File: config.mk
export PLATFORM = sky130hd
export DESIGN_NAME = status_report
export DESIGN_NICKNAME = d
export VERILOG_FILES = /design/src/verilog/status_report_pkg.sv /design/src/verilog/status_report.sv
export VERILOG_INCLUDE_DIRS = /design/src /design/src/verilog
export SDC_FILE = /design/constraint.sdc
export NUM_CORES = 1
export LEC_CHECK = 0
export BUFFER_PORTS_ARGS = -buffer_cell sky130_fd_sc_hd__buf_4
export CAP_MARGIN = 20
export CORE_MARGIN = 1
export CORE_UTILIZATION = 50
export DETAILED_ROUTE_END_ITERATION = 8
export PLACE_DENSITY = 0.68
export SLEW_MARGIN = 40
export SYNTH_ARGS = -nofsm -noshare
export SYNTH_HDL_FRONTEND = slang
export SYNTH_SLANG_ARGS = --single-unit
File: constraint.sdc
create_clock -name clk -period 5.5 [get_ports clk]
set_input_delay 0.825 -clock clk [delete_from_list [all_inputs] [get_ports clk]]
set_output_delay 0.825 -clock clk [all_outputs]
set_load 0.03 [all_outputs]
File: src/verilog/status_report_defines.svh
// Constants for the status reporting block.
`ifndef STATUS_REPORT_DEFINES_SVH
`define STATUS_REPORT_DEFINES_SVH
`define EVT_OP_DONE_BIT    3'd0
`define EVT_QUERY_ERR_BIT  3'd2
`define EVT_DEVICE_ERR_BIT 3'd3
`define EVT_EXEC_ERR_BIT   3'd4
`define EVT_CMD_ERR_BIT    3'd5
`define EVT_POWER_ON_BIT   3'd7
`define STB_MSG_AVAIL_BIT  3'd4
`define STB_EVT_SUM_BIT    3'd5
`define STB_MASTER_BIT     3'd6
`define EVT_USED_MASK      8'hBD
`define STB_USED_MASK      8'h30
`define EVT_RESET_VALUE    8'h80
`define ERR_QUEUE_OVERFLOW 16'shFEA2
`define ERR_GROUP_CMD      16'sd1
`define ERR_GROUP_EXEC     16'sd2
`define ERR_GROUP_DEV      16'sd3
`define ERR_GROUP_QUERY    16'sd4
`define ERR_CMD_GENERIC    16'shFF9C
`define ERR_CMD_SYNTAX     16'shFF9A
`define ERR_CMD_PARAM      16'shFF94
`define ERR_EXEC_RANGE     16'shFF22
`define ERR_QUERY_GENERIC  16'shFE70
`endif

File: src/verilog/status_report_pkg.sv
// Types for the status reporting block.
`default_nettype none
package status_report_pkg;
  typedef enum logic [2:0] {
    CMD_NONE    = 3'b000,
    CMD_RD_EVT  = 3'b001,
    CMD_WR_EEN  = 3'b010,
    CMD_RD_EEN  = 3'b011,
    CMD_RD_STB  = 3'b100,
    CMD_WR_SRE  = 3'b101,
    CMD_RD_SRE  = 3'b110,
    CMD_CLEAR   = 3'b111
  } host_cmd_e;
  typedef enum logic [2:0] {
    EKIND_CMD_GENERIC = 3'b000,
    EKIND_CMD_SYNTAX  = 3'b001,
    EKIND_CMD_PARAM   = 3'b010,
    EKIND_EXEC_RANGE  = 3'b011,
    EKIND_QUERY       = 3'b100,
    EKIND_DEVICE      = 3'b101
  } err_kind_e;
  typedef struct packed {
    logic      valid;
    host_cmd_e cmd;
    logic [7:0] data;
  } host_req_s;
endpackage : status_report_pkg
`default_nettype wire
File: src/verilog/status_report.sv
// Status byte, event status and error queue logic for the remote host interface.
// Functional notes
// RULE1: Reading event status returns its value then clears all its bits.
// RULE2: Event enable bits line up one to one with event status bits.
// RULE3: Power-on bit 7 is set by every reset of the unit.
// RULE4: Recorded errors set the event bit of their code group.
// RULE5: Enabled event bits are ORed into status byte bit 5.
// RULE6: Reading the status byte clears nothing.
// RULE7: Message-available clears at power-on and on clear-status.
// RULE8: Status byte holds bits 4, 5, 6 only; other bits read zero.
// RULE9: Master summary bit 6 is OR of status byte ANDed with enables.
// RULE10: Zero service request enable never raises a service request.
// RULE11: A full error queue drops new errors and records queue overflow.
// RULE12: Error kinds map to numbers -100, -102, -108, -222, -400.
// RULE13: Clear-status empties event status, status byte and error queue.
// RULE14: Message-available follows a waiting output message.
// RULE15: Master summary is unlatched and follows its masked OR.
// RULE16: Enable registers read back exactly the last written value.
// RULE17: Event bits stay set until read or clear-status.
`timescale 1ns/1ps
`default_nettype none
`include "status_report_defines.svh"
module status_report
  import status_report_pkg::*;
#(
  parameter int QUEUE_DEPTH = 8
) (
  input  wire logic        clk,
  input  wire logic        resetn,
  input  wire host_req_s   req,
  input  wire logic        op_done,
  input  wire logic        err_valid,
  input  wire err_kind_e   err_kind,
  input  wire logic        out_msg_waiting,
  input  wire logic        err_pop,
  output logic             rsp_valid,
  output logic [7:0]       rsp_data,
  output logic             srq,
  output logic [7:0]       status_byte,
  output logic signed [15:0] err_head,
  output logic             err_empty
);
  localparam int PW = $clog2(QUEUE_DEPTH);
  localparam logic [PW:0] DEPTH_C = (PW+1)'(QUEUE_DEPTH);
  // ----------------------------------------------------------------
  // Registers
  // ----------------------------------------------------------------
  logic [7:0] evt_reg, evt_next, een_reg, een_next, sre_reg, sre_next;
  logic       mav_reg, mav_next, rsp_valid_reg, rsp_valid_next, srq_reg, srq_next;
  logic [7:0] rsp_reg, rsp_next, stb_reg, stb_next;
  logic signed [15:0] q_reg [QUEUE_DEPTH], q_next [QUEUE_DEPTH];
  logic [PW:0] cnt_reg, cnt_next;
  logic signed [15:0] err_num;
  logic [7:0] err_bits, stb_now;
  logic       esb_now, mss_now, do_clear, do_read;
  logic       empty_reg, empty_next;
  // ----------------------------------------------------------------
  // Error numbering and grouping
  // ----------------------------------------------------------------
  always_comb begin
    err_bits = 8'h00;
    case (err_kind)
      EKIND_CMD_GENERIC: err_num = `ERR_CMD_GENERIC; // [RULE12]
      EKIND_CMD_SYNTAX:  err_num = `ERR_CMD_SYNTAX;
      EKIND_CMD_PARAM:   err_num = `ERR_CMD_PARAM;
      EKIND_EXEC_RANGE:  err_num = `ERR_EXEC_RANGE;
      EKIND_QUERY:       err_num = `ERR_QUERY_GENERIC;
      default:           err_num = `ERR_QUEUE_OVERFLOW;
    endcase
    if (err_valid) begin
      case (err_kind)
        EKIND_CMD_GENERIC, EKIND_CMD_SYNTAX, EKIND_CMD_PARAM:
          err_bits[`EVT_CMD_ERR_BIT] = 1'b1; // [RULE4]
        EKIND_EXEC_RANGE: err_bits[`EVT_EXEC_ERR_BIT] = 1'b1;
        EKIND_QUERY:      err_bits[`EVT_QUERY_ERR_BIT] = 1'b1;
        default:          err_bits[`EVT_DEVICE_ERR_BIT] = 1'b1;
      endcase
      // A pop in the same cycle frees a slot, so no overflow is flagged then.
      if (cnt_reg == DEPTH_C && !err_pop) begin
        err_bits[`EVT_DEVICE_ERR_BIT] = 1'b1; // [RULE11]
      end
    end
    if (op_done) begin
      err_bits[`EVT_OP_DONE_BIT] = 1'b1;
    end
  end
  // ----------------------------------------------------------------
  // Register update
  // ----------------------------------------------------------------
  always_comb begin
    do_clear = req.valid && req.cmd == CMD_CLEAR;
    do_read  = req.valid && req.cmd == CMD_RD_EVT;
    esb_now  = |(evt_reg & een_reg & `EVT_USED_MASK); // [RULE2] [RULE5]
    stb_now  = 8'h00; // [RULE8]
    stb_now[`STB_MSG_AVAIL_BIT] = mav_reg;
    stb_now[`STB_EVT_SUM_BIT]   = esb_now;
    mss_now  = |(stb_now & sre_reg & `STB_USED_MASK); // [RULE9] [RULE15]
    stb_now[`STB_MASTER_BIT] = mss_now;
    evt_next = evt_reg;
    if (do_clear || do_read) begin
      evt_next = 8'h00; // [RULE1] [RULE13]
    end
    // Events that arrive with a read or clear survive it, so none is lost.
    evt_next = (evt_next | err_bits) & `EVT_USED_MASK; // [RULE17]
    een_next = een_reg;
    sre_next = sre_reg;
    if (req.valid && req.cmd == CMD_WR_EEN) een_next = req.data; // [RULE16]
    if (req.valid && req.cmd == CMD_WR_SRE) sre_next = req.data;
    mav_next = out_msg_waiting && !do_clear; // [RULE7] [RULE14]
    rsp_valid_next = 1'b0;
    rsp_next = rsp_reg;
    if (req.valid) begin
      rsp_valid_next = 1'b1;
      case (req.cmd)
        CMD_RD_EVT: rsp_next = evt_reg;
        CMD_RD_EEN: rsp_next = een_reg;
        CMD_RD_STB: rsp_next = stb_now; // [RULE6]
        CMD_RD_SRE: rsp_next = sre_reg;
        default: begin
          rsp_valid_next = 1'b0;
          rsp_next = rsp_reg;
        end
      endcase
    end
    stb_next = stb_now;
    srq_next = mss_now && (sre_reg != 8'h00); // [RULE10]
    q_next   = q_reg;
    cnt_next = cnt_reg;
    if (err_pop && cnt_reg != '0) begin
      for (int i = 0; i < QUEUE_DEPTH - 1; i++) q_next[i] = q_reg[i+1];
      cnt_next = cnt_reg - 1'b1;
    end
    if (err_valid) begin
      if (cnt_next < DEPTH_C) begin
        q_next[cnt_next[PW-1:0]] = err_num;
        cnt_next = cnt_next + 1'b1;
      end else begin
        q_next[QUEUE_DEPTH-1] = `ERR_QUEUE_OVERFLOW; // [RULE11]
      end
    end
    if (do_clear) cnt_next = '0; // [RULE13]
    empty_next = (cnt_next == '0);
  end
  always_ff @(posedge clk or negedge resetn) begin
    if (!resetn) begin
      evt_reg       <= `EVT_RESET_VALUE; // [RULE3]
      een_reg       <= 8'h00;
      sre_reg       <= 8'h00;
      mav_reg       <= 1'b0; // [RULE7]
      rsp_valid_reg <= 1'b0;
      rsp_reg       <= 8'h00;
      stb_reg       <= 8'h00;
      srq_reg       <= 1'b0;
      cnt_reg       <= '0;
      empty_reg     <= 1'b1;
      for (int i = 0; i < QUEUE_DEPTH; i++) q_reg[i] <= 16'sh0000;
    end else begin
      evt_reg       <= evt_next;
      een_reg       <= een_next;
      sre_reg       <= sre_next;
      mav_reg       <= mav_next;
      rsp_valid_reg <= rsp_valid_next;
      rsp_reg       <= rsp_next;
      stb_reg       <= stb_next;
      srq_reg       <= srq_next;
      cnt_reg       <= cnt_next;
      empty_reg     <= empty_next;
      q_reg         <= q_next;
    end
  end
  // ----------------------------------------------------------------
  // Outputs
  // ----------------------------------------------------------------
  assign rsp_valid   = rsp_valid_reg;
  assign rsp_data    = rsp_reg;
  assign srq         = srq_reg;
  assign status_byte = stb_reg;
  assign err_head    = q_reg[0];
  assign err_empty   = empty_reg;
  // ----------------------------------------------------------------
  // Checks
  // ----------------------------------------------------------------
  AST_EVT_READ_CLEARS: assert property (@(posedge clk) disable iff (!resetn) // [RULE1]
    do_read && !err_valid && !op_done |=> evt_reg == 8'h00 && rsp_data == $past(evt_reg))
    else $error("event status not cleared by read");
  AST_ERR_GROUP: assert property (@(posedge clk) disable iff (!resetn) // [RULE4]
    err_valid && err_kind == EKIND_EXEC_RANGE |=> evt_reg[`EVT_EXEC_ERR_BIT])
    else $error("execution error bit not set");
  AST_ESB: assert property (@(posedge clk) disable iff (!resetn) // [RULE5]
    status_byte[`STB_EVT_SUM_BIT] == $past(|(evt_reg & een_reg)))
    else $error("event summary bit wrong");
  AST_STB_READ: assert property (@(posedge clk) disable iff (!resetn) // [RULE6]
    req.valid && req.cmd == CMD_RD_STB |=> evt_reg == ($past(evt_reg) | $past(err_bits)))
    else $error("status byte read changed event status");
  AST_MAV_CLEAR: assert property (@(posedge clk) disable iff (!resetn) // [RULE7]
    do_clear |=> ##1 !status_byte[`STB_MSG_AVAIL_BIT])
    else $error("message available survived clear");
  AST_UNUSED_ZERO: assert property (@(posedge clk) disable iff (!resetn) // [RULE8]
    (status_byte & 8'h8F) == 8'h00)
    else $error("unused status byte bits set");
  AST_NO_SRQ: assert property (@(posedge clk) disable iff (!resetn) // [RULE10]
    sre_reg == 8'h00 |=> !srq)
    else $error("service request with zero enable");
  AST_ENABLE_READBACK: assert property (@(posedge clk) disable iff (!resetn) // [RULE16]
    req.valid && req.cmd == CMD_WR_SRE ##1 req.valid && req.cmd == CMD_RD_SRE
      |=> rsp_data == $past(req.data, 2))
    else $error("service enable readback mismatch");
  AST_LATCH: assert property (@(posedge clk) disable iff (!resetn) // [RULE17]
    evt_reg[`EVT_CMD_ERR_BIT] && !do_read && !do_clear |=> evt_reg[`EVT_CMD_ERR_BIT])
    else $error("event bit lost without read");
  AST_MSS: assert property (@(posedge clk) disable iff (!resetn) // [RULE9] [RULE15]
    status_byte[`STB_MASTER_BIT] == |(status_byte[5:4] & $past(sre_reg[5:4])))
    else $error("master summary bit wrong");
  AST_OVERFLOW: assert property (@(posedge clk) disable iff (!resetn) // [RULE11]
    err_valid && !err_pop && !do_clear && cnt_reg == DEPTH_C
      |=> q_reg[QUEUE_DEPTH-1] == `ERR_QUEUE_OVERFLOW && evt_reg[`EVT_DEVICE_ERR_BIT])
    else $error("queue overflow not recorded");
  AST_CLEAR: assert property (@(posedge clk) disable iff (!resetn) // [RULE13]
    do_clear && !err_valid && !op_done |=> evt_reg == 8'h00 && err_empty)
    else $error("clear status left state behind");
  AST_MAV_FOLLOW: assert property (@(posedge clk) disable iff (!resetn) // [RULE14]
    !do_clear |=> mav_reg == $past(out_msg_waiting))
    else $error("message available does not follow output buffer");
endmodule : status_report
`default_nettype wire

==> results of run 1 <==
per-stage QoR:
stage               cell area (um^2)  total power, mW  hold WS (ns)
finish                          8700             4.66         0.330
floorplan                       7790             3.14         0.391
global route                    8700             4.95         0.348
CTS                             8700             4.70         0.331
global placement                8090             3.38         0.417
detailed placement              8090             3.46         0.415
per-layer routing:
metal / GRT usage, % / routed length (um) / vias up
met3: 4.64 / 555 / 21
li1: - / - / 2427
met1: 26.1 / 6850 / 2536
met2: 33.4 / 7230 / 104
met4: 8.33 / 259 / 0
met5: 0 / 0 / -
logic make-up after synthesis:
kind of cell	synth area share, %
and+or+nand+nor	15.5
DFF	54.4
muxes	17.4
AOI/OAI and AO/OA	6.58
buffers and inverters	5.18
adders and majority gates	0.611
xor gates and xnor gates	0.338
other	0.0482
critical path: stages (launching register included):
cell	delay, ns
dfrtp_1	0.43
inv_1	0.11
ha_1	0.31
nor3b_2	0.23
nor2b_4	0.12
buf_4	0.51
buf_4	0.75
mux2i_1	0.29
mux2i_1	0.11
layout make-up:
| cell class | count | area (um^2) | share of cell area, % |
|---|---|---|---|
| flip-flops and latches | 169 | 4230 | 48.6 |
| clock inverters | 10 | 143 | 1.64 |
| repair buffers | 56 | 428 | 4.92 |
| multi-input cells | 464 | 3190 | 36.6 |
| clock buffers | 22 | 464 | 5.33 |
| well taps | 188 | 235 | 2.70 |
| inverters | 4 | 15.0 | 0.172 |
cell usage in the layout, fill, tap and decap left out, drive strengths merged, types with 5 or more instances in the layout:
cell	netlist	routed
clkinv	0	5
conb	1	5
nand3	55	55
mux2i	115	115
dfrtp	167	167
nand2	134	134
inv	4	5
buf	45	56
a22oi	7	7
nand2b	17	17
a22o	5	5
o21ai	7	7
nor2	14	14
and2	5	5
a21oi	20	20
clkbuf	21	22
mux2	18	18
nor2b	5	5
worst max path at each step:
stage               slack [ns]            startpoint                   to
floorplan                 3.09               err_pop  err_empty$_DFF_PN1_
global placement          2.59               err_pop  q_reg[97]$_DFF_PN0_
detailed placement        2.48  cnt_reg[0]$_DFF_PN0_  q_reg[56]$_DFF_PN0_
CTS                       2.45  cnt_reg[0]$_DFF_PN0_  q_reg[56]$_DFF_PN0_
global route              2.24  cnt_reg[0]$_DFF_PN0_  q_reg[55]$_DFF_PN0_
finish                    2.46  cnt_reg[0]$_DFF_PN0_  q_reg[56]$_DFF_PN0_
power by group through the flow:
| stage | clock, mW | sequential, mW | combinational, mW |
|---|---|---|---|
| after floorplan | 0 | 1.90 | 1.24 |
| after global placement | 0 | 1.92 | 1.46 |
| after detailed placement | 0 | 1.94 | 1.52 |
| after CTS | 1.25 | 1.92 | 1.53 |
| after global routing | 1.30 | 1.97 | 1.67 |
| final | 1.22 | 1.92 | 1.52 |
==> results.cfg, run 1 <==
[finish]
antenna_cells = 0
largest_reg_flops = 112
syn_to_final_growth_pct = 11.9
final_net_count = 736
drive_gt1_share_pct = 17.2
instances_no_fill = 913
final_util_pct = 57.3
fillers = 1274

[synth]
synth_edf_count = 0
ys_top_cells_by_area = dfrtp_1 (54%), mux2i_1 (15%), nand2_1 (6.2%), nand3_1 (3.5%), mux2_2 (2.6%)
synth_ff_type = dfrtp_1
synth.distinct_cells = 58
synth_most_common_cell = dfrtp_1
postSynth.asyncResetShare_pct = 100
ys_top_cells_by_count = dfrtp_1 (167), nand2_1 (129), mux2i_1 (115)
avgSynthCellArea_um2 = 11.1
synth_area_um2 = 7780
yosysWarningCount = 0
syn-instance-count = 699
ys_ff_latch = 169
synth_top_area_share_pct = 53.7
synth_area_leader_cell = dfrtp_1
ys_seq_area_share_pct = 54.4

[power_and_ir_drop]
power_frac_comb_pct = 32.5
pwr-share-seq_pct = 41.3
power.switching_mw = 1.61
power_density_nw_per_um2 = 535
p_clk_share_pct = 26.2
swShare_pct = 34.6
ir_worst_vdd_mv = 0.327
power.leakage_nw = 4.37
internal-power_mw = 3.05

[clock_tree]
insertion_delay_ns = 0.43
cts_tree = done
clkSlewWorstSetupHoldPaths_ns = 0.06
post-cts-setup-buffers = 0
cts_max_path_buffers = 2
ctsHoldBuffers = 0
cts.sinks = 169
numCtsBuffers = 17
htree_levels = 4
cts-resized-gates = 0
cts_root_buffer = clkbuf_16

[sta]
drv_slew = 0
finalSetupViolCount = 0
finalClockSkew_ns = 0.00572
fin_setup_tns_ns = 0
timing.final.crit_share_pct = 55.2
rsz0062_at_grt = false
fmax_mhz = 329
slew_headroom_pct = 47.1
hold_viol_final = 0
timing.final.ws_setup_ns = 2.46
worstMarginPinSlew_ns = 0.794
period_needed_ns = 3.04

[route]
viasPerCell = 5.57
dr.pass1.iters = 5
ant_nets = 0
routed_wl_um = 14900
dr.first_iter.drc_count = 271
post-route-drc-count = 0
avgRoutedWirePerCell_um = 16.3
vias = 5088

[critical_path]
cp_data_arrival_time_ns = 3.32
rrSetupSlack_ns = 2.46
worstReg2RegStart = cnt_reg[0]$_DFF_PN0_
crit_fanout = 58
rr_worst_depth = 8
required_ns = 5.79
cp-start-kind = register
critPathKind = register to register
r2r_end = q_reg[56]$_DFF_PN0_
worst_setup_path_end_kind = register

[place]
io_buffers = 50
gp_congestion = 0.826
dpl.hpwl_um = 9780
dp_slack_ns = 2.48
placed_cells = 881

[global_routing]
overflow = 0
antenna_found_initial = 0
first_global_vias = 5143
grt_pass1_wl_um = 25600
track_usage_pct = 20.3
grt_start_max_net_pins = 69

[die]
rows = 45
dieHeight_um = 127
io_pins = 56
initial_core_util_pct = 51.2
dieArea_um2 = 16100
die_w_um = 127
core_area_um2 = 15200

[flow_run]
maxCapViolCount = 0

[outcome]
status = completed

[min_path]
hp-class = input pin to async pin
(Power assumes the default switching activity.)
==> inputs of run 2 (changes only) <==
==> constraint.sdc (replaced) <==
create_clock -name clk -period 2.95 [get_ports clk]
set_input_delay 0.4425 -clock clk [delete_from_list [all_inputs] [get_ports clk]]
set_output_delay 0.4425 -clock clk [all_outputs]
set_load 0.03 [all_outputs]
==> run 2 against run 1 <==
Effect of this change:
- non-clock buffer count is 2 higher
- sequential power is 87% higher
- first-iteration DRC count is 20% higher
- critical path type unchanged
- highest routed layer unchanged
==> results.cfg, run 2 (synthesized netlist as in run 1, its figures left out) <==
[power_and_ir_drop]
power_density_nw_per_um2 = 1010
internal-power_mw = 5.87
ir_worst_vdd_mv = 0.481
pwr-share-seq_pct = 40.5
power_frac_comb_pct = 32.3
swShare_pct = 33.9
p_clk_share_pct = 27.3
power.leakage_nw = 4.41
power.switching_mw = 3.01

[die]
die_w_um = 127
initial_core_util_pct = 51.2
dieHeight_um = 127
dieArea_um2 = 16100
io_pins = 56
rows = 45
core_area_um2 = 15200

[finish]
fillers = 1264
final_util_pct = 57.9
seq_area_um2 = 4230
final_net_count = 738
final_common_cell = dfrtp_1
antenna_cells = 0
drive_gt1_share_pct = 17.5
syn_to_final_growth_pct = 13.1
multi_input_area_um2 = 3180
layout_common_cells = dfrtp_1 (167), nand2_1 (129), mux2i_1 (115)
largest_reg_flops = 112

[sta]
period_needed_ns = 2.55
fmax_mhz = 392
finalSetupViolCount = 0
worstMarginPinSlew_ns = 0.701
timing.final.crit_share_pct = 86.4
hold_viol_final = 0
slew_headroom_pct = 53.3
rsz0062_at_grt = false
finalClockSkew_ns = 0.00618
fin_setup_tns_ns = 0
drv_slew = 0

[clock_tree]
cts.sinks = 169
numCtsBuffers = 17
post-cts-setup-buffers = 0
cts-resized-gates = 0
cts_max_path_buffers = 2
cts_root_buffer = clkbuf_16
insertion_delay_ns = 0.42
clkSlewWorstSetupHoldPaths_ns = 0.06
cts_tree = done
ctsHoldBuffers = 0
htree_levels = 4

[min_path]
hp-class = input pin to async pin

[global_routing]
grt_start_max_net_pins = 88
overflow = 0
grt_pass1_wl_um = 25200
track_usage_pct = 19.9
antenna_found_initial = 0
first_global_vias = 4998

[route]
dr.first_iter.drc_count = 326
ant_nets = 0
avgRoutedWirePerCell_um = 16.2
dr.pass1.iters = 4
viasPerCell = 5.61
post-route-drc-count = 0
vias = 5133
routed_wl_um = 14800

[critical_path]
critPathKind = register to register
cp_data_arrival_time_ns = 2.89
required_ns = 3.29
crit_fanout = 16
cp-start-kind = register
worst_setup_path_end_kind = register

[place]
dpl.hpwl_um = 9870
io_buffers = 50
gp_congestion = 0.881

[outcome]
status = completed

[flow_run]
maxCapViolCount = 0
==> run 2: critical path, cell delays in order (launching register included) <==
cell and delay [ns]:
dfrtp_1 0.45, inv_1 0.13, ha_1 0.35, nor3b_2 0.42
o221ai_4 0.18, and3_1 0.29, nand2b_2 0.38, mux2i_1 0.26
==> run 2: worst paths after layout <==
kind	slack, ns	from	cells after the start	endpoint
min	0.05	resetn	1	err_head[13]$_DFF_PN0_
min in group clk	0.21	op_done	2	evt_reg[0]$_DFF_PN0_
max in group asynchronous	2.14	resetn	2	err_empty$_DFF_PN1_
min reg2reg	0.45	mav_reg$_DFF_PN0_	0	status_byte[4]$_DFF_PN0_
max	0.40	cnt_reg[1]$_DFF_PN0_	7	q_reg[99]$_DFF_PN0_
max reg2reg	0.40	cnt_reg[1]$_DFF_PN0_	7	q_reg[99]$_DFF_PN0_
==> run 2: power groups by stage <==
stage                     sequential [mW]  clock [mW]  combinational [mW]
after floorplan                      3.54           0                2.31
after global placement               3.59           0                2.75
after detailed placement             3.63           0                2.86
after CTS                            3.59        2.47                2.88
after global routing                 3.69        2.57                3.14
final                                3.60        2.42                2.87
==> run 2: layer usage <==
layer | share of wire (%) | vias up | track usage (%)
li1 | - | 2433 | -
met2 | 47 | 137 | 31.2
met5 | 0 | - | 0
met1 | 47 | 2542 | 27.0
met3 | 4.3 | 21 | 4.98
met4 | 1.8 | 0 | 7.42
==> run 2: through the flow <==
step	instances	hold slack [ns]	power [mW]	worst slack, ns	cell area (um^2)
3_3_place_gp	883	0.418	6.34	0.596	8150
3_5_place_dp	883	0.439	6.49	0.413	8150
5_1_grt	915	0.0942	9.40	0.245	8800
4_1_cts	915	0.0637	8.94	0.401	8800
6_report	915	0.0535	8.88	0.400	8800
2_1_floorplan	703	0.147	5.85	0.562	7790
==> run 2: area by class of cell <==
class,count,share of cell area (%)
Multi-Input combinational cell,464,36.1
Sequential cell,169,48.1
Clock inverter,12,2.20
Inverter,4,0.171
Timing Repair Buffer,58,5.56
Clock buffer,20,5.19
Tap cell,188,2.67
==> inputs of run 3 (changes only) <==
--- a/config.mk
+++ b/config.mk
@@ -8,10 +8,12 @@
 export LEC_CHECK = 0
 export BUFFER_PORTS_ARGS = -buffer_cell sky130_fd_sc_hd__buf_4
 export CAP_MARGIN = 20
+export CELL_PAD_IN_SITES_DETAIL_PLACEMENT = 0
+export CELL_PAD_IN_SITES_GLOBAL_PLACEMENT = 2
 export CORE_MARGIN = 1
-export CORE_UTILIZATION = 50
+export CORE_UTILIZATION = 40
 export DETAILED_ROUTE_END_ITERATION = 8
-export PLACE_DENSITY = 0.68
+export PLACE_DENSITY_LB_ADDON = 0.1
 export SLEW_MARGIN = 40
 export SYNTH_ARGS = -nofsm -noshare
 export SYNTH_HDL_FRONTEND = slang
==> run 3 against run 2 <==
Effect of this change:
- the run now ends with negative hold slack left
- sequential share of layout area fell by 0.12 points
- setup slack improved by 0.0031 ns
- final area rose by 0.26%
- highest routed layer unchanged
- critical path type unchanged
- largest cell class unchanged
- critical path depth did not move
- clock power fell by 6%
==> results.cfg, run 3 (synthesized netlist as in run 1, its figures left out) <==
[power_and_ir_drop]
power_density_nw_per_um2 = 992
power.leakage_nw = 4.39
ir_worst_vdd_mv = 0.448
p_clk_share_pct = 26.0
internal-power_mw = 5.62
pwr-share-seq_pct = 41.0
power.switching_mw = 3.14
swShare_pct = 35.8
power_frac_comb_pct = 33.0

[clock_tree]
cts-resized-gates = 0
cts_tree = done
cts_max_path_buffers = 2
ctsHoldBuffers = 0
numCtsBuffers = 17
insertion_delay_ns = 0.44
htree_levels = 4
cts.sinks = 169
post-cts-setup-buffers = 0
cts_root_buffer = clkbuf_16
clkSlewWorstSetupHoldPaths_ns = 0.07

[finish]
drive_gt1_share_pct = 17.6
largest_reg_flops = 112
syn_to_final_growth_pct = 13.4
final_common_cell = dfrtp_1
antenna_cells = 0
fillers = 1790
layout_common_cells = dfrtp_1 (167), nand2_1 (129), mux2i_1 (115)
multi_input_area_um2 = 3180
final_net_count = 738
instances_no_fill = 987
seq_area_um2 = 4230

[critical_path]
crit_fanout = 16
cp-start-kind = register
required_ns = 3.30
cp_data_arrival_time_ns = 2.90
critPathKind = register to register
rrSetupSlack_ns = 0.40
worst_setup_path_end_kind = register

[place]
io_buffers = 50
dp_slack_ns = 0.374
gp_congestion = 0.788
placed_cells = 955
dpl.hpwl_um = 11000

[global_routing]
grt_pass1_wl_um = 28500
grt_start_max_net_pins = 105
first_global_vias = 5449
overflow = 0
track_usage_pct = 18.4
antenna_found_initial = 0

[sta]
fin_setup_tns_ns = 0
worstMarginPinSlew_ns = 0.644
slew_headroom_pct = 57.1
finalSetupViolCount = 0
hold_slack_ns = -0.000138
rsz0062_at_grt = false
hold_viol_final = 1
finalClockSkew_ns = 0.0103
timing.final.crit_share_pct = 86.3
drv_slew = 0
fmax_mhz = 393
timing.final.ws_setup_ns = 0.404
period_needed_ns = 2.55

[die]
die_w_um = 141
io_pins = 56
initial_core_util_pct = 41.2
rows = 50
dieArea_um2 = 20000
core_area_um2 = 18900
dieHeight_um = 141

[flow_run]
maxCapViolCount = 0

[min_path]
hp-class = input pin to async pin

[route]
viasPerCell = 5.15
ant_nets = 0
dr.first_iter.drc_count = 250
post-route-drc-count = 0
avgRoutedWirePerCell_um = 17.1
vias = 5079
routed_wl_um = 16900
dr.pass1.iters = 4

[outcome]
status = finished with violations
violations = negative hold slack
-- run 3: cell count changes in the layout (fill, tap and decap cells not counted), sizes merged --
cell,previous run,this run
bufinv,5,2
clkinvlp,2,0
clkbuf,20,18
inv,5,12
-- run 3: power by group through the flow --
stage	clock network (mW)	registers, mW	logic (mW)
after floorplan	0	3.54	2.31
after global placement	0	3.61	2.87
after detailed placement	0	3.64	2.93
after CTS	2.33	3.60	2.94
after global routing	2.42	3.70	3.21
final	2.27	3.59	2.89
-- run 3: critical path, cell delays in order, from the launching register on --
cell and delay (ns):
dfrtp_1 0.45, inv_1 0.13, ha_1 0.33, nor3b_2 0.40, o221ai_4 0.18, and3_1 0.28
nand2b_2 0.43, mux2i_1 0.26
-- run 3: stage by stage --
stage / utilization [%] / power (mW) / hold slack [ns] / cell area, um^2
3_3_place_gp: 43.5 / 6.49 / 0.444 / 8230
5_1_grt: 46.7 / 9.33 / 0.0386 / 8820
4_1_cts: 46.7 / 8.86 / 0.0151 / 8820
3_5_place_dp: 43.5 / 6.57 / 0.429 / 8230
6_report: 46.7 / 8.76 / -0.000138 / 8820
2_1_floorplan: - / 5.85 / 0.147 / 7790
-- run 3: worst paths after layout --
path | startpoint | endpoint | cells past startpoint
max reg2reg | cnt_reg[1]$_DFF_PN0_ | q_reg[100]$_DFF_PN0_ | 7
min reg2reg | mav_reg$_DFF_PN0_ | status_byte[4]$_DFF_PN0_ | 0
max | cnt_reg[1]$_DFF_PN0_ | q_reg[100]$_DFF_PN0_ | 7
max in group asynchronous | resetn | q_reg[38]$_DFF_PN0_ | 2
min in group clk | op_done | evt_reg[0]$_DFF_PN0_ | 2
min | resetn | q_reg[63]$_DFF_PN0_ | 1
-- run 3: cell type report --
cell class                 instances  share of cell area (%)
timing repair buffer              58                    5.40
clock inverter                    14                    1.77
tap                              260                    3.69
clock buffer                      18                    4.98
sequential                       169                    48.0
inverter                           4                   0.170
multi-input combinational        464                    36.0
-- run 3: routing by layer --
layer  part of all wire, %  GRT usage [%]  vias to the layer above
li1                      -              -                     2429
met1                    47           23.5                     2555
met2                    49           31.6                       77
met3                   2.7           3.68                       18
met4                   1.4           5.89                        0
met5                     0              0                        -
